===== src/shared/cod_pkg.sv =====
// Package for the clock-output divider: register map, field layout, reset values and state types
package cod_pkg;

  // Register byte offsets
  localparam logic [7:0] COD_OFS_CTRL0 = 8'h00;
  localparam logic [7:0] COD_OFS_CTRL1 = 8'h04;
  localparam logic [7:0] COD_OFS_SEL = 8'h08;
  localparam logic [7:0] COD_OFS_STAT = 8'h0c;

  // Field positions
  localparam int COD_GATE_BIT = 31;
  localparam int COD_RATIO_LSB = 0;
  localparam int COD_RATIO_W = 4;
  localparam int COD_SEL_W = 2;
  localparam int COD_PEND0_BIT = 17;
  localparam int COD_PEND1_BIT = 22;
  localparam int COD_STUCK0_BIT = 0;
  localparam int COD_STUCK1_BIT = 1;

  // Ratio encodings with special meaning
  localparam logic [3:0] COD_RATIO_DIV1 = 4'h0;
  localparam logic [3:0] COD_RATIO_DIV2 = 4'h1;
  localparam logic [3:0] COD_RATIO_DIV3 = 4'h2;

  // Reset values
  localparam logic COD_GATE_RST = 1'b0;
  localparam logic [3:0] COD_RATIO_RST = 4'h0;
  localparam logic [1:0] COD_SEL_RST = 2'h0;

  // Enable and ratio of one divider
  typedef struct packed {
    logic gate;
    logic [COD_RATIO_W-1:0] ratio;
  } cod_cfg_t;

  // Full state of one divider channel
  typedef struct packed {
    cod_cfg_t act;
    cod_cfg_t staged;
    logic pending;
    logic stuck;
    logic [COD_RATIO_W-1:0] cnt;
    logic srcPrev;
    logic divOut;
  } cod_chan_st_t;

  // Register-side state of the top level
  typedef struct packed {
    logic [COD_SEL_W-1:0] sel;
    logic [31:0] rdata;
  } cod_top_st_t;

endpackage


===== src/core/cod_div_chan.sv =====
// One clock-output divider channel with staged update, pending flag and stuck condition
`timescale 1ns/1ps
module cod_div_chan
  import cod_pkg::*;
(
  // Clock and reset
  input wire logic clk,
  input wire logic rstN,
  // Control from the register side and the phase reset request
  input wire logic phaseRst,
  input wire logic cfgWr,
  input wire cod_cfg_t cfgData,
  input wire logic selChange,
  // Selected source clock level
  input wire logic srcLevel,
  // Results
  output logic divClk,
  output logic pending,
  output logic stuck,
  output cod_cfg_t cfgView
);

  cod_chan_st_t stReg;
  cod_chan_st_t stNext;
  logic tick;
  logic [4:0] period;
  logic [4:0] half;
  logic wrap;

  assign tick = srcLevel & ~stReg.srcPrev;
  assign period = {1'b0, stReg.act.ratio} + 5'h01;
  assign half = 5'((period + 5'h01) >> 1);
  assign wrap = tick && ({1'b0, stReg.cnt} == period - 5'h01);

  // Next state; a new setting only lands when idle, at divide by one or at a period boundary so the output never glitches
  always_comb begin
    stNext = stReg;
    stNext.srcPrev = srcLevel;
    if (stReg.act.gate && !stReg.stuck) begin
      if (stReg.act.ratio == COD_RATIO_DIV1) begin
        stNext.divOut = srcLevel;
      end else if (tick) begin
        stNext.cnt = wrap ? '0 : stReg.cnt + 4'h1;
        stNext.divOut = ({1'b0, stNext.cnt} < half);
      end
    end else begin
      stNext.divOut = 1'b0;
      stNext.cnt = '0;
    end
    // Apply staged setting when idle, at divide by one, or at the end of a divided period
    if (stReg.pending && !stReg.stuck && (!stReg.act.gate || wrap || stReg.act.ratio == COD_RATIO_DIV1)) begin
      stNext.act = stReg.staged;
      stNext.pending = 1'b0;
      stNext.cnt = '0;
    end
    // A new write wins over the clear in the same cycle
    if (cfgWr) begin
      stNext.staged = cfgData;
      stNext.pending = 1'b1;
    end
    // Hazard: divide-by-two running across a select change or phase reset hangs the divider
    if ((selChange || phaseRst) && stReg.act.gate && stReg.act.ratio == COD_RATIO_DIV2) begin
      stNext.stuck = 1'b1;
    end
    if (phaseRst) begin
      stNext.act = '{gate: COD_GATE_RST, ratio: COD_RATIO_RST};
      stNext.staged = '{gate: COD_GATE_RST, ratio: COD_RATIO_RST};
      stNext.pending = 1'b0;
      stNext.cnt = '0;
      stNext.divOut = 1'b0;
    end
    if (stReg.stuck) begin
      stNext.divOut = 1'b0;
    end
  end

  // Only power-on reset clears a stuck divider
  always_ff @(posedge clk or negedge rstN) begin
    if (!rstN) begin
      stReg <= '0;
    end else begin
      stReg <= stNext;
    end
  end

  assign divClk = stReg.divOut;
  assign pending = stReg.pending;
  assign stuck = stReg.stuck;
  assign cfgView = stReg.staged;

  logic [3:0] cntNow;
  assign cntNow = stReg.cnt;

  a_gate_off_quiet: assert property (@(posedge clk) disable iff (!rstN)
    !stReg.act.gate |=> !divClk) else $error("divider output active while gate off");

  a_div2_shape: assert property (@(posedge clk) disable iff (!rstN)
    (stReg.act.gate && !stReg.stuck && stReg.act.ratio == COD_RATIO_DIV2 && tick && !phaseRst)
    |=> divClk == ($past(cntNow) == 4'h1)) else $error("divide by two shape wrong");

  // Two source periods high, one low: only the edge that moves the count from one to two drops the pin
  a_div3_shape: assert property (@(posedge clk) disable iff (!rstN)
    (stReg.act.gate && !stReg.stuck && stReg.act.ratio == COD_RATIO_DIV3 && tick && !phaseRst)
    |=> divClk == ($past(cntNow) != 4'h1)) else $error("divide by three shape wrong");

  a_pend_idle_clr: assert property (@(posedge clk) disable iff (!rstN)
    (pending && !stReg.act.gate && !stuck && !cfgWr) |=> !pending) else $error("pending not cleared while idle");

  a_write_pends: assert property (@(posedge clk) disable iff (!rstN)
    (cfgWr && !phaseRst) |=> (pending && cfgView == $past(cfgData))) else $error("write did not raise pending");

  a_stuck_entry: assert property (@(posedge clk) disable iff (!rstN)
    ((selChange || phaseRst) && stReg.act.gate && stReg.act.ratio == COD_RATIO_DIV2) |=> stuck)
    else $error("divide by two hazard not modelled");

  a_stuck_holds: assert property (@(posedge clk) disable iff (!rstN)
    stuck |=> (stuck && !divClk)) else $error("stuck divider recovered without power-on reset");

endmodule


===== src/core/cod_clock_output_divider.sv =====
// Clock-output divider block: register port, source select and two divider channels
//
// The implementer's own choices: the address-and-strobe port and the register addresses.
`timescale 1ns/1ps
module cod_clock_output_divider
  import cod_pkg::*;
(
  // Clock and power-on reset
  input wire logic clk,
  input wire logic rst_n,
  // Register port
  input wire logic [7:0] regAddr,
  input wire logic [31:0] regWdata,
  input wire logic regWr,
  input wire logic regRd,
  output logic [31:0] regRdata,
  // Source clocks, sampled levels
  input wire logic [3:0] srcClk,
  // Phase 1 to 3 reset request, one-cycle pulse
  input wire logic phaseRst,
  // Divided clock outputs to pins
  output logic clockOutputZero,
  output logic clockOutputOne
);

  // Internal reset, register-side state and channel results
  logic [1:0] rstSyncReg;
  logic rstN;
  cod_top_st_t stReg;
  cod_top_st_t stNext;
  logic wrCtrl0;
  logic wrCtrl1;
  logic wrSel;
  logic selChange;
  logic srcLevel;
  cod_cfg_t wrCfg;
  logic [1:0] pend;
  logic [1:0] stuck;
  cod_cfg_t cfgView0;
  cod_cfg_t cfgView1;

  // Reset release through two flops; assertion stays asynchronous
  always_ff @(posedge clk or negedge rst_n) begin
    if (!rst_n) begin
      rstSyncReg <= 2'h0;
    end else begin
      rstSyncReg <= {rstSyncReg[0], 1'b1};
    end
  end
  assign rstN = rstSyncReg[1];

  // Write decode
  assign wrCtrl0 = regWr && regAddr == COD_OFS_CTRL0;
  assign wrCtrl1 = regWr && regAddr == COD_OFS_CTRL1;
  assign wrSel = regWr && regAddr == COD_OFS_SEL;
  assign selChange = wrSel && regWdata[COD_SEL_W-1:0] != stReg.sel;
  assign wrCfg.gate = regWdata[COD_GATE_BIT];
  assign wrCfg.ratio = regWdata[COD_RATIO_LSB +: COD_RATIO_W];
  // Both outputs follow the one shared source selection
  assign srcLevel = srcClk[stReg.sel];

  // Select register and read data; unmapped reads return zero
  always_comb begin
    stNext = stReg;
    stNext.rdata = '0;
    if (wrSel) begin
      stNext.sel = regWdata[COD_SEL_W-1:0];
    end
    if (phaseRst) begin
      stNext.sel = COD_SEL_RST;
    end
    if (regRd) begin
      case (regAddr)
        COD_OFS_CTRL0: begin
          stNext.rdata[COD_GATE_BIT] = cfgView0.gate;
          stNext.rdata[COD_RATIO_LSB +: COD_RATIO_W] = cfgView0.ratio;
        end
        COD_OFS_CTRL1: begin
          stNext.rdata[COD_GATE_BIT] = cfgView1.gate;
          stNext.rdata[COD_RATIO_LSB +: COD_RATIO_W] = cfgView1.ratio;
        end
        COD_OFS_SEL: begin
          stNext.rdata[COD_SEL_W-1:0] = stReg.sel;
        end
        COD_OFS_STAT: begin
          stNext.rdata[COD_PEND0_BIT] = pend[0];
          stNext.rdata[COD_PEND1_BIT] = pend[1];
          stNext.rdata[COD_STUCK0_BIT] = stuck[0];
          stNext.rdata[COD_STUCK1_BIT] = stuck[1];
        end
        default: begin
          stNext.rdata = '0;
        end
      endcase
    end
  end

  always_ff @(posedge clk or negedge rstN) begin
    if (!rstN) begin
      stReg <= '{sel: COD_SEL_RST, rdata: 32'h0};
    end else begin
      stReg <= stNext;
    end
  end

  assign regRdata = stReg.rdata;

  // Output zero channel; software must stop the frequency monitor before gating it off
  cod_div_chan uChan0 (
    .clk(clk),
    .rstN(rstN),
    .phaseRst(phaseRst),
    .cfgWr(wrCtrl0),
    .cfgData(wrCfg),
    .selChange(selChange),
    .srcLevel(srcLevel),
    .divClk(clockOutputZero),
    .pending(pend[0]),
    .stuck(stuck[0]),
    .cfgView(cfgView0)
  );

  // Output one channel
  cod_div_chan uChan1 (
    .clk(clk),
    .rstN(rstN),
    .phaseRst(phaseRst),
    .cfgWr(wrCtrl1),
    .cfgData(wrCfg),
    .selChange(selChange),
    .srcLevel(srcLevel),
    .divClk(clockOutputOne),
    .pending(pend[1]),
    .stuck(stuck[1]),
    .cfgView(cfgView1)
  );

  // Status readback reports the pending bits of the cycle of the read
  a_stat_readback: assert property (@(posedge clk) disable iff (!rstN)
    (regRd && regAddr == COD_OFS_STAT) |=>
    (regRdata[COD_PEND0_BIT] == $past(pend[0]) && regRdata[COD_PEND1_BIT] == $past(pend[1])))
    else $error("pending bits misreported");

  a_sel_write: assert property (@(posedge clk) disable iff (!rstN)
    (wrSel && !phaseRst) |=> stReg.sel == $past(regWdata[COD_SEL_W-1:0])) else $error("source select not stored");

  // Read data stand for one cycle only and are zero between reads
  a_rd_idle_zero: assert property (@(posedge clk) disable iff (!rstN)
    !regRd |=> regRdata == 32'h0) else $error("read data present without a read");

  // Unmapped places read as zero; nothing else is signalled
  a_unmapped_zero: assert property (@(posedge clk) disable iff (!rstN)
    (regRd && regAddr != COD_OFS_CTRL0 && regAddr != COD_OFS_CTRL1 &&
    regAddr != COD_OFS_SEL && regAddr != COD_OFS_STAT) |=> regRdata == 32'h0)
    else $error("unmapped read returned data");

  // Control readback shows the staged enable and ratio, not the active one
  a_ctrl0_readback: assert property (@(posedge clk) disable iff (!rstN)
    (regRd && regAddr == COD_OFS_CTRL0) |=>
    (regRdata[COD_GATE_BIT] == $past(cfgView0.gate) &&
    regRdata[COD_RATIO_LSB +: COD_RATIO_W] == $past(cfgView0.ratio)))
    else $error("output zero control misreported");

  a_ctrl1_readback: assert property (@(posedge clk) disable iff (!rstN)
    (regRd && regAddr == COD_OFS_CTRL1) |=>
    (regRdata[COD_GATE_BIT] == $past(cfgView1.gate) &&
    regRdata[COD_RATIO_LSB +: COD_RATIO_W] == $past(cfgView1.ratio)))
    else $error("output one control misreported");

  // Stuck flags sit beside the pending bits in the status word
  a_stuck_readback: assert property (@(posedge clk) disable iff (!rstN)
    (regRd && regAddr == COD_OFS_STAT) |=>
    (regRdata[COD_STUCK0_BIT] == $past(stuck[0]) && regRdata[COD_STUCK1_BIT] == $past(stuck[1])))
    else $error("stuck flags misreported");

  // Phase reset returns the source selection to its reset value
  a_phase_sel_clear: assert property (@(posedge clk) disable iff (!rstN)
    phaseRst |=> stReg.sel == COD_SEL_RST) else $error("phase reset kept the source selection");

  // Only a select write or a phase reset moves the selection, so no stray change can hang a divider
  a_sel_hold: assert property (@(posedge clk) disable iff (!rstN)
    (!wrSel && !phaseRst) |=> $stable(stReg.sel)) else $error("source select moved without a write");

  // A write that no phase reset overrides always leaves an update pending
  a_wr_pend0: assert property (@(posedge clk) disable iff (!rstN)
    (wrCtrl0 && !phaseRst) |=> pend[0]) else $error("output zero write did not pend");
  a_wr_pend1: assert property (@(posedge clk) disable iff (!rstN)
    (wrCtrl1 && !phaseRst) |=> pend[1]) else $error("output one write did not pend");

  // With no update pending the staged setting is the active one, so gate off means a quiet pin
  a_out0_gated: assert property (@(posedge clk) disable iff (!rstN)
    (!cfgView0.gate && !pend[0]) |=> !clockOutputZero)
    else $error("output zero active while gated off");
  a_out1_gated: assert property (@(posedge clk) disable iff (!rstN)
    (!cfgView1.gate && !pend[1]) |=> !clockOutputOne)
    else $error("output one active while gated off");

  // A hung channel keeps its pin low until power-on reset
  a_out0_stuck_low: assert property (@(posedge clk) disable iff (!rstN)
    stuck[0] |=> !clockOutputZero)
    else $error("hung output zero toggled");
  a_out1_stuck_low: assert property (@(posedge clk) disable iff (!rstN)
    stuck[1] |=> !clockOutputOne)
    else $error("hung output one toggled");

  // Changing the source under a running divide-by-two hangs that channel
  a_sel_hazard0: assert property (@(posedge clk) disable iff (!rstN)
    (selChange && !pend[0] && cfgView0.gate && cfgView0.ratio == COD_RATIO_DIV2) |=> stuck[0])
    else $error("output zero survived a source change at divide by two");
  a_sel_hazard1: assert property (@(posedge clk) disable iff (!rstN)
    (selChange && !pend[1] && cfgView1.gate && cfgView1.ratio == COD_RATIO_DIV2) |=> stuck[1])
    else $error("output one survived a source change at divide by two");

endmodule


===== config.mk =====
export PLATFORM = sky130hd
export DESIGN_NAME = cod_clock_output_divider
export DESIGN_NICKNAME = d
export VERILOG_FILES = /design/src/shared/cod_pkg.sv /design/src/core/cod_div_chan.sv /design/src/core/cod_clock_output_divider.sv
export SDC_FILE = /design/constraint.sdc
export NUM_CORES = 1
export LEC_CHECK = 0
export BUFFER_PORTS_ARGS = -buffer_cell sky130_fd_sc_hd__clkbuf_2
export CORE_ASPECT_RATIO = 1.1
export CORE_MARGIN = 1.5
export CORE_UTILIZATION = 59
export CTS_CLUSTER_SIZE = 30
export DETAILED_ROUTE_END_ITERATION = 16
export PLACE_DENSITY = 0.93
export SLEW_MARGIN = 20
export SYNTH_ARGS = -nofsm -noshare
export SYNTH_HDL_FRONTEND = slang
export SYNTH_SLANG_ARGS = --single-unit
export TNS_END_PERCENT = 1

===== constraint.sdc =====
create_clock -name clk -period 2.2 [get_ports clk]
set_input_delay 0 -clock clk [delete_from_list [all_inputs] [get_ports clk]]
set_output_delay 0 -clock clk [all_outputs]
set_load 0.01 [all_outputs]

; ---- After elaboration in Yosys (flattened, before gate mapping)
; Index checks and enable logic that the tools add are counted.
[classes]
reduce_logical = 37
n_eq_ne = 14
addsub = 8
n_bitwise = 2
n_mux = 40
n_lt_le_gt_ge = 3
[ops]
columns = cell, n
row1 = $mux W4, 12
row2 = $mux W32, 1
row3 = $mux W11, 2
row4 = $eq A8 B4 Y1 const B, 2
row5 = $logic_and A1 B1 Y1, 16
row6 = $mux W1, 15
row7 = $mux W6, 2
row8 = $ne A4 B4 Y1 const B, 3
row9 = $add A4 B1 Y5 const B, 2
row10 = $add A5 B1 Y5 const B, 2
row11 = $eq A4 B5 Y1, 2
row12 = $mux W5, 2
row13 = $reduce_bool A2 Y1, 5
row14 = $sub A5 B1 Y5 const B, 2
row15 = $add A4 B1 Y4 const B, 2
row16 = $eq A4 B1 Y1 const B, 2
row17 = $eq A8 B3 Y1 const B, 1
row18 = $logic_not A4 Y1, 2
row19 = $logic_not A8 Y1, 1
row20 = $lt A4 B4 Y1, 2
row21 = $pmux W2 S4, 1
row22 = $reduce_bool A3 Y1, 2
row23 = $logic_or A1 B1 Y1, 5
row24 = $ne A5 B3 Y1 const B, 1
row25 = other kinds (12), 17
[totals]
out_inout_bits = 34
ff_bits = 71
inputBits = 49

; ---- Longest topological paths before layout
; Gate-level depths: netlist of the first run.
[logic_depth]
depth_word = 11
mapped_depth = 15
depth_no_buf = 14

; ---- By module
; Synthesis of the first run repeated with hierarchy kept, for this count alone.
[unflattened]
cells_unflattened = 354
area_unflattened_um2 = 3508.4
[modules_own_cells]
columns = mod, area_per_inst_um2, seq_area_each_um2, cells_each, instances
row1 = cod_div_chan, 1342.5, 450.4, 138, 2
row2 = cod_clock_output_divider, 823.3, 275.3, 78, 1

; ---- Worst setup path after synthesis of the first run
; OpenSTA, ideal clock, no wires.
[synth_timing]
path_type = register -> register
start = reg uChan0.stReg[13] in the netlist's numbering
end = reg uChan0.stReg (netlist bit uChan0.divClk)
arrival_ns = 3.274
t_required_ns = 2.123
n_path_buf = 3
path_stages_with_launch = 16
setup_time_ns = 0.077
path_slack_ns = -1.152
path_cell_list = dfrtp_1 > clkbuf_1 > inv_1 > ha_1 > clkbuf_2 > nor4bb_1 > a31o_1 > o211ai_1 > a211oi_2 > buf_4 > a21oi_1 > ha_1 > a21o_1 > a2111oi_0 > o31ai_1 > a21oi_1
[synth_via]
elab_chain_len = 11
elab_cells_between_ends = 14
classes_between = 3 x add/sub / 1 x order compare / 2 x eq/ne / 6 x mux / 2 x reduce/logical
[synth_lines]
columns = element, line
row1 = "start, declared", cod_div_chan.sv:23  ; cod_chan_st_t stReg;
row2 = "start signal, assigned", cod_div_chan.sv:82  ; stReg <= stNext;
row3 = $add A4 B1 Y5, cod_div_chan.sv:31  ; assign period = {1'b0, stReg.act.ratio} + 5'h01;
row4 = $sub A5 B1 Y5, cod_div_chan.sv:33  ; assign wrap = tick && ({1'b0, stReg.cnt} == period - 5'h01);
row5 = $eq A4 B5 Y1, cod_div_chan.sv:33
row6 = $logic_and A1 B1 Y1, cod_div_chan.sv:33
row7 = $mux W4, cod_div_chan.sv:43  ; stNext.cnt = wrap ? '0 : stReg.cnt + 4'h1;
row8 = $lt A4 B4 Y1, cod_div_chan.sv:44  ; stNext.divOut = ({1'b0, stNext.cnt} < half);
row9 = $mux W1, cod_div_chan.sv:42  ; end else if (tick) begin
row10 = $mux W1, cod_div_chan.sv:40  ; if (stReg.act.ratio == COD_RATIO_DIV1) begin
row11 = $mux W1, cod_div_chan.sv:39  ; if (stReg.act.gate && !stReg.stuck) begin
row12 = $mux W1, cod_div_chan.sv:65  ; if (phaseRst) begin
row13 = $mux W1, cod_div_chan.sv:72  ; if (stReg.stuck) begin
; Several ways; a longest one is shown, not always the timed one. The select of a mux whose other input is x is not followed.
; A chain may end at the register's enable or synchronous reset.

; ---- Final worst setup path of the first run
[layout_timing]
start = reg uChan1.stReg[14] in the netlist's numbering
end = reg uChan1.stReg (netlist bit uChan1.divClk)
[layout_via]
elab_chain_len = 11
elab_cells_between_ends = 14
classes_between = 3 x add/sub / 1 x order compare / 2 x eq/ne / 6 x mux / 2 x reduce/logical
[layout_lines]
columns = element, line
row1 = "start, declared", cod_div_chan.sv:23
row2 = "start signal, assigned", cod_div_chan.sv:82
row3 = $add A4 B1 Y5, cod_div_chan.sv:31
row4 = $sub A5 B1 Y5, cod_div_chan.sv:33
row5 = $eq A4 B5 Y1, cod_div_chan.sv:33
row6 = $logic_and A1 B1 Y1, cod_div_chan.sv:33
row7 = $mux W4, cod_div_chan.sv:43
row8 = $lt A4 B4 Y1, cod_div_chan.sv:44
row9 = $mux W1, cod_div_chan.sv:42
row10 = $mux W1, cod_div_chan.sv:40
row11 = $mux W1, cod_div_chan.sv:39
row12 = $mux W1, cod_div_chan.sv:65
row13 = $mux W1, cod_div_chan.sv:72
; Several ways; a longest one is shown, not always the timed one. The select of a mux whose other input is x is not followed.

==> metrics.yaml, run 1 <==
vias_per_cell: 6.57
die_w_microns: 75.6
synth-xor-area-share_pct: 4.35
start_kind: "flop"
worst_r2r_path_depth: 14
outcome: "complete, but fails checks"
critical_path_endpoint_category: "flop"
failing_checks: "negative setup slack"
timing_max_transition_violations_final: 0
grt_overflow_total: 0
timing.critical_path.slowest_cell_delay_ps: 500
core_area_sq_um: 5500
totalWireLength_mm: 11.2
timing_hold_violations_final: 0
number_of_antenna_violations_at_the_first_check_in_global_routing: 0
htree_levels: 2
layout.nets: 528
cts_num_sinks: 46
count_leader_synth: "sky130_fd_sc_hd__dfrtp_1"
power-per-cell-area_nw_per_um2: 364
design.die.area_sq_um: 6260
ff_to_ff_start: "uChan1.stReg[14]"
drt-initial-drc-count: 508
place.gp.congestion: 0.905
ff_latch_count_synth: 46
first_global_vias: 3330
tightest_slew_ps: 791
kind_of_critical_path: "reg -> reg"
initial_utilization_pct: 62.2
yosys-mux-area-fraction_pct: 5.74
fmax_ghz: 0.307
hold-worst-slack_ps: 13.7
worst_ir_drop_vdd_v: 0.000487
routed_wire_length_per_instance_microns: 20.8
min_period_over_period_pct: 148
final_critical_delay_including_setup_and_external_delays_ps: 3260
numCtsBuffers: 5
synth_top_cells_by_count: "sky130_fd_sc_hd__dfrtp_1, sky130_fd_sc_hd__buf_4, sky130_fd_sc_hd__nor2_1, sky130_fd_sc_hd__nand2_1, sky130_fd_sc_hd__nand3_1"
most_used_dff_post_synth: "sky130_fd_sc_hd__dfrtp_1"
root_buffer: "sky130_fd_sc_hd__clkbuf_8"
worst_hold_startpoint: "regWdata[1]"
synth_cell_type_count: 68
finished_layout_cells: 538
maximum_number_of_pins_on_one_net_before_global_route_repair: 24
report.final.setup_viol: 18
tritoncts: "built"
max-cap-violations: 0
async_reset_ff_share_pct: 100
drc_errors: 0
ys_seq_area_share_pct: 33.7
arrival_ps: 3480
buffer_ports.inserted: 30
drt_pass1_iterations: 7
synth_top_area_cell: "sky130_fd_sc_hd__dfrtp_1"
worst-path-max-fanout: 4
synth_largest_type_area_fraction_pct: 33.7
worst_clock_skew_ps: 6.08
grt_first_pass_wirelength_mm: 16.4
worstPathCellList: "inv_2 -> ha_4 -> and2b_2 -> xnor2_4 -> a211oi_4 -> nor3_4 -> nor2_4 -> a21oi_1 -> ha_1 -> a21oi_2 -> o22ai_1 -> a2111oi_2 -> nor2_1 -> a211oi_2"
worst-path-buf-inv: 1
min_path_cells: 3
synth-edff-count: 0
worst_slack_ps: -1060
synthesis.instances: 382
crit_family: "compound AO/OA/AOI/OAI gates"
diodes: 0
floorplan.rows: 28
synth_simple_gate_area_share_pct: 20.3
post_route_cells_drive_above_1_share_pct: 33.7
synth_compound_area_share_pct: 18.0
mappedNetlistArea_sq_um: 3420
timing.critical_path.depth: 14
clock_path_buffers: 2
postRouteAntennaNets: 0
dp_cells: 516
min_path_type: "in -> reg"
crit_slowest_cell: "sky130_fd_sc_hd__a2111oi_2"
worst_setup_hold_path_clk_slew_ps: 100
synthToLayoutAreaGrowth_pct: 26.5
rsz0062_at_grt: "true"
synth_area_per_cell_sq_um: 8.95
timing.slew.headroom_pct: 46.9
leakage_nw: 2.05
synth_area_leaders: "sky130_fd_sc_hd__dfrtp_1, sky130_fd_sc_hd__buf_4, sky130_fd_sc_hd__ha_1, sky130_fd_sc_hd__mux2i_1, sky130_fd_sc_hd__nor2_1"
die_height_microns: 82.8
track_usage_pct: 34.1
filler_cell_count: 320
synth_top_family_by_area: "simple AND/OR/NAND/NOR gates"
setup.worst_path.start: "uChan1.stReg[14]"
via_count: 3536
clock_insertion_delay_worst_skew_ps: 310
synth.yosys.warnings: 0
worstPathRequired_ps: 2420
hpwl_mm: 6.82
io_pins: 83
synthAdderAreaFrac_pct: 6.22
## report_power, final
group	switching, W	internal (W)	leakage (nW)
clock network	0.000329	0.000230	0.0447
registers	0.00000742	0.000848	0.633
logic	0.000101	0.0000566	1.37
total	0.000438	0.00113	2.05
## metrics by stage
stage	cell area [sq um]	util (%)	setup TNS, ps	setup slack (ps)	total power, W
after floorplan	3580	-	-2060	-824	0.000974
after detailed placement	3880	70.6	-2920	-917	0.000995
after global placement	3880	70.6	-1500	-632	0.000989
final	4330	78.6	-5650	-1060	0.00157
after CTS	4160	75.6	-2800	-656	0.00155
after global routing	4330	78.6	-7350	-1210	0.00161
## cell usage in the layout, fill, tap and decap left out, drive strengths merged, types with 9 or more instances in the layout
cell    instances
o21ai           9
dfrtp          46
nor2           33
nor3           13
nand2          32
clkbuf         35
a21oi          14
mux2i          14
xor2            9
conb           26
buf            64
inv            14
nand3          22
ha             17
## state kept, by name (all words and copies together) (netlist names)
name            flops
uChan0.cntNow       4
rstSyncReg          2
uChan1.stuck        1
uChan0.stReg        5
uChan0.stuck        1
uChan1.stReg        6
uChan1.pending      1
uChan1.divClk       1
uChan0.pending      1
uChan0.divClk       1
uChan1.cfgView      5
uChan0.cfgView      5
regRdata            7
uChan1.cntNow       4
stReg               2
## path summary, 6_finish.rpt
kind / to / slack (ps)
max: uChan1.divClk / -1060
min: uChan1.cfgView[1] / 10
max reg2reg: uChan1.divClk / -1060
min reg2reg: regRdata[2] / 190
max in group asynchronous: uChan1.cntNow[2] / 1400
min in group asynchronous: regRdata[2] / 190
## cell families (layout without fill, tap and decap cells)
kind of cell / count (synthesis) / after routing
and+or+nand+nor: 136 / 136
AOI/OAI and AO/OA: 82 / 82
buffers and inverters: 65 / 122
DFF: 46 / 46
adders and majority gates: 17 / 17
xor gates and xnor gates: 17 / 17
muxes: 17 / 17
other: 2 / 26
## area by class of cell
| cell class | instances | area (sq um) | area share, % |
|---|---|---|---|
| Timing Repair Buffer | 100 | 713 | 16.5 |
| Multi-Input combinational cell | 295 | 2210 | 51.2 |
| Sequential cell | 46 | 1150 | 26.7 |
| Inverter | 14 | 57.6 | 1.33 |
| Clock buffer | 5 | 68.8 | 1.59 |
| Clock inverter | 3 | 25.0 | 0.579 |
| Tap cell | 75 | 93.8 | 2.17 |
## what timing repair did
action	4_1_cts	5_1_grt
hold buffers	5	1
pin swaps	8	12
setup buffers	6	2
setup endpoints to repair	19	20
endpoints found under the hold margin	9	2
resized for setup	23	25
## routing by layer
metal | part of all wire [%] | GRT usage [%] | vias to the layer above
met5 | 0 | 0 | -
met2 | 50 | 55.9 | 289
met1 | 35 | 38.9 | 1687
met4 | 6.0 | 17.9 | 0
li1 | - | - | 1477
met3 | 9.4 | 10.3 | 83
## worst reg2reg max path, cell delays in order (launching register included)
cell                        delay, ps
sky130_fd_sc_hd__dfrtp_1          380
sky130_fd_sc_hd__inv_2             70
sky130_fd_sc_hd__ha_4             300
sky130_fd_sc_hd__and2b_2          260
sky130_fd_sc_hd__xnor2_4          170
sky130_fd_sc_hd__a211oi_4         290
sky130_fd_sc_hd__nor3_4            90
sky130_fd_sc_hd__nor2_4           170
sky130_fd_sc_hd__a21oi_1           60
sky130_fd_sc_hd__ha_1             340
sky130_fd_sc_hd__a21oi_2          140
sky130_fd_sc_hd__o22ai_1          120
sky130_fd_sc_hd__a2111oi_2        500
sky130_fd_sc_hd__nor2_1           130
sky130_fd_sc_hd__a211oi_2         170
No activity file was read; power rests on OpenSTA's default activity.
==> run 2: changes to the inputs <==
- SKIP_CTS_REPAIR_TIMING: default -> 1
==> metrics.yaml, run 2 (synthesis results as in run 1) <==
finished_layout_cells: 532  # -1.1%
worst_r2r_path_depth: 14  # unchanged
post_route_cells_drive_above_1_share_pct: 28.7  # -5.0 points
met1_usage_pct: 36.7  # -2.2 points
outcome: "complete, but fails checks"
kind_of_critical_path: "reg -> reg"
htree_levels: 2  # unchanged
grt_most_used_layer: "met2"
cts_num_sinks: 46  # unchanged
worst_clock_skew_ps: 7.26  # +1.19 ps
power-per-cell-area_nw_per_um2: 376  # +3.3%
die_w_microns: 75.6  # unchanged
place.gp.congestion: 0.905  # unchanged
io_pins: 83  # unchanged
synthToLayoutAreaGrowth_pct: 20.2
clock_path_buffers: 2  # unchanged
root_buffer: "sky130_fd_sc_hd__clkbuf_8"
floorplan.rows: 28  # unchanged
rsz0062_at_grt: "true"
timing_hold_violations_final: 0  # unchanged
min_period_over_period_pct: 137  # -11 points
routed_wire_length_per_instance_microns: 18.4  # -12%
number_of_antenna_violations_at_the_first_check_in_global_routing: 0  # unchanged
first_global_vias: 3191  # -4.2%
die_height_microns: 82.8  # unchanged
timing.slew.headroom_pct: 47.6  # +0.64 points
max-cap-violations: 0  # unchanged
layout_commonest_cell: "sky130_fd_sc_hd__buf_4"
track_usage_pct: 30.8  # -3.3 points
postRouteAntennaNets: 0  # unchanged
flip_flop_count_of_the_largest_register_all_copies_and_words_added: 7  # unchanged
core_area_sq_um: 5500  # unchanged
failing_checks: "negative setup slack"
tritoncts: "built"
drt_pass1_iterations: 5  # -2
drt-initial-drc-count: 378  # -26%
via_count: 3353  # -5.2%
fmax_ghz: 0.332  # +8.2%
final_critical_delay_including_setup_and_external_delays_ps: 3010  # -247 ps
buffer_ports.inserted: 30  # unchanged
worst_setup_hold_path_clk_slew_ps: 100  # about the same
start_kind: "flop"
totalWireLength_mm: 9.77  # -13%
numCtsBuffers: 5  # unchanged
grt_first_pass_wirelength_mm: 15.0  # -9.1%
final_util_pct: 74.7  # -3.9 points
worst_ir_drop_vdd_v: 0.000399  # -18%
tightest_slew_ps: 782  # -9.48 ps
leakage_nw: 1.97  # -3.8%
globalRouteMet2Util_pct: 51.9  # -4.0 points
design.die.area_sq_um: 6260  # unchanged
clock_insertion_delay_worst_skew_ps: 310  # about the same
grt_overflow_total: 0  # unchanged
min_path_type: "in -> async"
worstPathRequired_ps: 2410  # about the same
layout.nets: 522  # -1.1%
critical_path_endpoint_category: "flop"
drc_errors: 0  # unchanged
worst-path-max-fanout: 5  # +1
reg2reg_to: "uChan1.divClk"
most-common-layout-cells: "sky130_fd_sc_hd__buf_4, sky130_fd_sc_hd__dfrtp_1, sky130_fd_sc_hd__nand2_1, sky130_fd_sc_hd__nor2_1, sky130_fd_sc_hd__clkbuf_2"
maximum_number_of_pins_on_one_net_before_global_route_repair: 24  # unchanged
diodes: 0  # unchanged
dp_cells: 516  # unchanged
worst_slack_ps: -811  # +247 ps
report.final.setup_viol: 17  # -1
hpwl_mm: 6.82  # unchanged
ff_to_ff_start: "uChan1.stReg[14]"
reg2reg_slack_ps: -810  # +250 ps
arrival_ps: 3220  # -260 ps
timing_max_transition_violations_final: 0  # unchanged
initial_utilization_pct: 62.2  # unchanged
global_route.usage.met3_pct: 7.28  # -3.0 points
vias_per_cell: 6.30  # -4.1%
run 2: cell count changes in the layout (fill, tap and decap cells not counted), sizes merged:
cell / change
buf: -4
dlygate4sd3: -2
run 2: worst max-delay path by stage:
stage,start,endpoint,cells after the start
global placement,uChan1.stReg[14],uChan1.divClk,14
finish,uChan1.stReg[14],uChan1.divClk,14
floorplan,uChan0.stReg[13],uChan0.divClk,15
global route,uChan1.stReg[14],uChan1.divClk,14
CTS,uChan1.stReg[14],uChan1.divClk,14
detailed placement,uChan1.stReg[14],uChan1.divClk,14
run 2: layout make-up:
class | instances | area (sq um)
clock inverters | 3 | 25.0
repair buffers | 94 | 648
clock buffers | 5 | 68.8
fillers | 370 | 1390
well taps | 75 | 93.8
multi-input cells | 295 | 2060
flip-flops and latches | 46 | 1150
inverters | 14 | 57.6
run 2: worst max-delay path, cell delays in order (launching register included):
cell	delay [ps]
sky130_fd_sc_hd__dfrtp_1	390
sky130_fd_sc_hd__buf_4	150
sky130_fd_sc_hd__ha_2	200
sky130_fd_sc_hd__nand3b_1	150
sky130_fd_sc_hd__o21ai_0	110
sky130_fd_sc_hd__a32oi_1	130
sky130_fd_sc_hd__or3_4	440
sky130_fd_sc_hd__nor2_4	160
sky130_fd_sc_hd__a21oi_1	70
sky130_fd_sc_hd__ha_1	300
sky130_fd_sc_hd__a21oi_1	150
sky130_fd_sc_hd__o22ai_1	130
sky130_fd_sc_hd__a2111oi_2	250
sky130_fd_sc_hd__nor2_1	70
sky130_fd_sc_hd__a211oi_1	200
run 2: metrics by stage:
| step | power (W) | hold WS [ps] | setup TNS (ps) | cell area (sq um) | setup slack, ps |
|---|---|---|---|---|---|
| floorplan | 0.000974 | -296 | -2060 | 3580 | -824 |
| global placement | 0.000989 | -214 | -1500 | 3880 | -632 |
| detailed placement | 0.000995 | -208 | -2920 | 3880 | -917 |
| CTS | 0.00154 | -543 | -3930 | 3980 | -933 |
| global route | 0.00160 | -11.7 | -5450 | 4110 | -907 |
| finish | 0.00154 | 6.69 | -3690 | 4110 | -811 |
run 2: layer usage:
| metal | share of wire [%] | vias up |
|---|---|---|
| met4 | 4.4 | 0 |
| met5 | 0 | - |
| li1 | - | 1468 |
| met2 | 51 | 242 |
| met3 | 8.5 | 58 |
| met1 | 36 | 1585 |
run 2: where the power goes:
part	leakage, nW	internal (W)	switching, W
logic	1.29	0.0000503	0.0000923
clock network	0.0447	0.000230	0.000316
registers	0.633	0.000848	0.00000695
==> run 3: changes to the inputs <==
- HOLD_SLACK_MARGIN: default -> 0.08
- PLACE_DENSITY: 0.93 -> 0.89
- SYNTH_HIERARCHICAL: default -> 1
==> metrics.yaml, run 3 <==
outcome: "complete, but fails checks"
failing_checks: "negative setup slack"
report.final.setup_viol: 7  # -10
crit_slowest_cell: "sky130_fd_sc_hd__dfrtp_1"
most_used_dff_post_synth: "sky130_fd_sc_hd__dfrtp_1"
buffer_ports.inserted: 30  # unchanged
clock_insertion_delay_worst_skew_ps: 310  # about the same
track_usage_pct: 26.0  # -4.8 points
grt_overflow_total: 0  # unchanged
vias_per_cell: 5.81  # -7.8%
synth_area_per_cell_sq_um: 9.91  # +11%
clock_path_buffers: 2  # unchanged
synth_cell_type_count: 48  # -29%
ys_seq_area_share_pct: 33.5  # -0.14 points
worstPathRequired_ps: 2440  # +30 ps
crit_family: "simple AND/OR/NAND/NOR gates"
final_critical_delay_including_setup_and_external_delays_ps: 2680  # -327 ps
leakage_nw: 1.78  # -9.7%
finalSetupTns_ps: -1140  # +2550 ps
design.die.area_sq_um: 6420  # +2.5%
tritoncts: "built"
timing_hold_violations_final: 0  # unchanged
worst_setup_hold_path_clk_slew_ps: 100  # about the same
htree_levels: 2  # unchanged
tightest_slew_ps: 680  # -102 ps
synth_top_cells_by_count: "sky130_fd_sc_hd__dfrtp_1, sky130_fd_sc_hd__buf_4, sky130_fd_sc_hd__nor2_1, sky130_fd_sc_hd__nand2b_1, sky130_fd_sc_hd__mux2i_1"
first_global_vias: 2860  # -10%
layout_commonest_cell: "sky130_fd_sc_hd__buf_4"
max-cap-violations: 0  # unchanged
synth_top_area_cell: "sky130_fd_sc_hd__dfrtp_1"
hpwl_mm: 5.98  # -12%
floorplan.rows: 29  # +3.6%
numCtsBuffers: 5  # unchanged
totalWireLength_mm: 8.91  # -8.8%
via_count: 2882  # -14%
synth-edff-count: 0  # unchanged
worstPathCellList: "inv_1 -> ha_4 -> xor3_1 -> nor3_4 -> nand2_2 -> nor2_4 -> nor2_1 -> ha_1 -> a221oi_2 -> nand4b_1 -> o21ai_1 -> nor3b_2"
start_kind: "flop"
hold-worst-slack_ps: 88.5  # +81.8 ps
critical_path_endpoint_category: "flop"
post_route_cells_drive_above_1_share_pct: 29.4  # +0.69 points
synthesis.instances: 354  # -7.3%
synth.yosys.warnings: 6  # +6
finished_layout_cells: 496  # -6.8%
worst-path-max-fanout: 4  # -1
die_w_microns: 76.5  # +1.2%
final_util_pct: 71.0  # -3.7 points
final_design_area_no_fill_sq_um: 4100  # -0.27%
postRouteAntennaNets: 0  # unchanged
drt-initial-drc-count: 247  # -35%
synth_area_leaders: "sky130_fd_sc_hd__dfrtp_1, sky130_fd_sc_hd__buf_4, sky130_fd_sc_hd__mux2i_1, sky130_fd_sc_hd__ha_1, sky130_fd_sc_hd__nand2b_1"
fmax_ghz: 0.373  # +12%
flip_flop_count_of_the_largest_register_all_copies_and_words_added: 7  # unchanged
async_reset_ff_share_pct: 100  # unchanged
core_area_sq_um: 5770  # +4.9%
mappedNetlistArea_sq_um: 3510  # +2.6%
min_period_over_period_pct: 122  # -15 points
min_path_type: "in -> reg"
number_of_antenna_violations_at_the_first_check_in_global_routing: 0  # unchanged
root_buffer: "sky130_fd_sc_hd__clkbuf_8"
synth_largest_type_area_fraction_pct: 33.5  # -0.14 points
drt_pass1_iterations: 4  # -1
maximum_number_of_pins_on_one_net_before_global_route_repair: 41  # +71%
kind_of_critical_path: "reg -> reg"
dp_cells: 477  # -7.6%
ff_latch_count_synth: 47  # +2.2%
worst_ir_drop_vdd_v: 0.000439  # +10%
layout.nets: 485  # -7.1%
initial_utilization_pct: 60.8  # -1.4 points
worst-path-buf-inv: 1  # unchanged
diodes: 0  # unchanged
synthToLayoutAreaGrowth_pct: 16.8
timing.slew.headroom_pct: 54.7  # +7.1 points
count_leader_synth: "sky130_fd_sc_hd__dfrtp_1"
routed_wire_length_per_instance_microns: 18.0  # -2.2%
rsz0062_at_grt: "true"
worst_slack_ps: -484  # +327 ps
die_height_microns: 83.9  # +1.2%
timing.critical_path.slowest_cell_delay_ps: 390  # -50 ps
drc_errors: 0  # unchanged
worst_clock_skew_ps: 10.3  # +3.01 ps
grt_first_pass_wirelength_mm: 13.2  # -11%
cts_num_sinks: 47  # +2.2%
place.gp.congestion: 0.929  # +2.6%
arrival_ps: 2920  # -300 ps
timing_max_transition_violations_final: 0  # unchanged
most-common-layout-cells: "sky130_fd_sc_hd__buf_4, sky130_fd_sc_hd__dfrtp_1, sky130_fd_sc_hd__nor2_1, sky130_fd_sc_hd__clkbuf_2"
io_pins: 83  # unchanged
power-per-cell-area_nw_per_um2: 385  # +2.6%
place_area_sq_um: 3860  # -0.42%
[run 3: changes by cell type in the layout (fill, tap and decap cells not counted), moves of 5 or more]
cell                        before  now
sky130_fd_sc_hd__a2bb2oi_1       5    0
sky130_fd_sc_hd__nand3_1        22    4
sky130_fd_sc_hd__buf_4          58   48
sky130_fd_sc_hd__inv_1          10    5
sky130_fd_sc_hd__nand2b_1        7   26
sky130_fd_sc_hd__a21oi_1        13    6
sky130_fd_sc_hd__nor3_1         11    2
sky130_fd_sc_hd__and3_1          8    1
sky130_fd_sc_hd__a32oi_1         8    2
sky130_fd_sc_hd__mux2i_1        14   25
sky130_fd_sc_hd__nand2_1        31   18
sky130_fd_sc_hd__a211oi_1        3   12
[run 3: path summary, 6_finish.rpt]
check | startpoint | to | slack, ps | cells past startpoint
max | uChan1/stReg[14] | uChan1/divClk | -480 | 12
min | regAddr[6] | regRdata[3] | 90 | 4
max reg2reg | uChan1/stReg[14] | uChan1/divClk | -480 | 12
min reg2reg | rstSyncReg[1] | stReg[33] | 310 | 0
max in group asynchronous | rstSyncReg[1] | regRdata[0] | 1310 | 1
min in group asynchronous | rstSyncReg[1] | stReg[33] | 310 | 0
[run 3: cell type report]
cell class,instances,area (sq um)
multi-input cells,269,2080
fillers,388,1670
flip-flops and latches,47,1180
repair buffers,88,622
well taps,77,96.3
clock buffers,5,68.8
clock inverters,3,26.3
inverters,7,26.3
[run 3: where the power goes]
part | internal, W | switching (W)
Clock | 0.000234 | 0.000331
Combinational | 0.0000577 | 0.0000760
Sequential | 0.000867 | 0.0000126
Total | 0.00116 | 0.000420
[run 3: logic make-up after synthesis]
| logic type | after synthesis | share of synthesized area, % |
|---|---|---|
| buffers and inverters | 62 | 12.3 |
| DFF | 47 | 33.5 |
| AOI/OAI and AO/OA | 57 | 11.8 |
| and+or+nand+nor | 120 | 20.0 |
| muxes | 28 | 9.06 |
| xor gates and xnor gates | 20 | 6.70 |
| adders and majority gates | 18 | 6.42 |
| other | 2 | 0.214 |
[run 3: worst register-to-register path, stage by stage (launching register included)]
cell,delay (ps)
sky130_fd_sc_hd__dfrtp_1,390
sky130_fd_sc_hd__inv_1,90
sky130_fd_sc_hd__ha_4,300
sky130_fd_sc_hd__xor3_1,260
sky130_fd_sc_hd__nor3_4,220
sky130_fd_sc_hd__nand2_2,90
sky130_fd_sc_hd__nor2_4,130
sky130_fd_sc_hd__nor2_1,70
sky130_fd_sc_hd__ha_1,320
sky130_fd_sc_hd__a221oi_2,320
sky130_fd_sc_hd__nand4b_1,130
sky130_fd_sc_hd__o21ai_1,120
sky130_fd_sc_hd__nor3b_2,160
[run 3: metal layers]
layer	wire length (microns)	vias to the layer above	GRT usage, %
li1	-	1307	-
met1	3650	1414	32.3
met2	4490	138	45.3
met3	504	23	4.81
met4	263	0	9.26
met5	0	-	0
[run 3: per-stage QoR]
step                      power (W)  setup WS [ps]
after floorplan            0.000995           -397
after global placement      0.00101           -319
after detailed placement    0.00101           -408
after CTS                   0.00156           -433
after global routing        0.00163           -705
final                       0.00158           -484
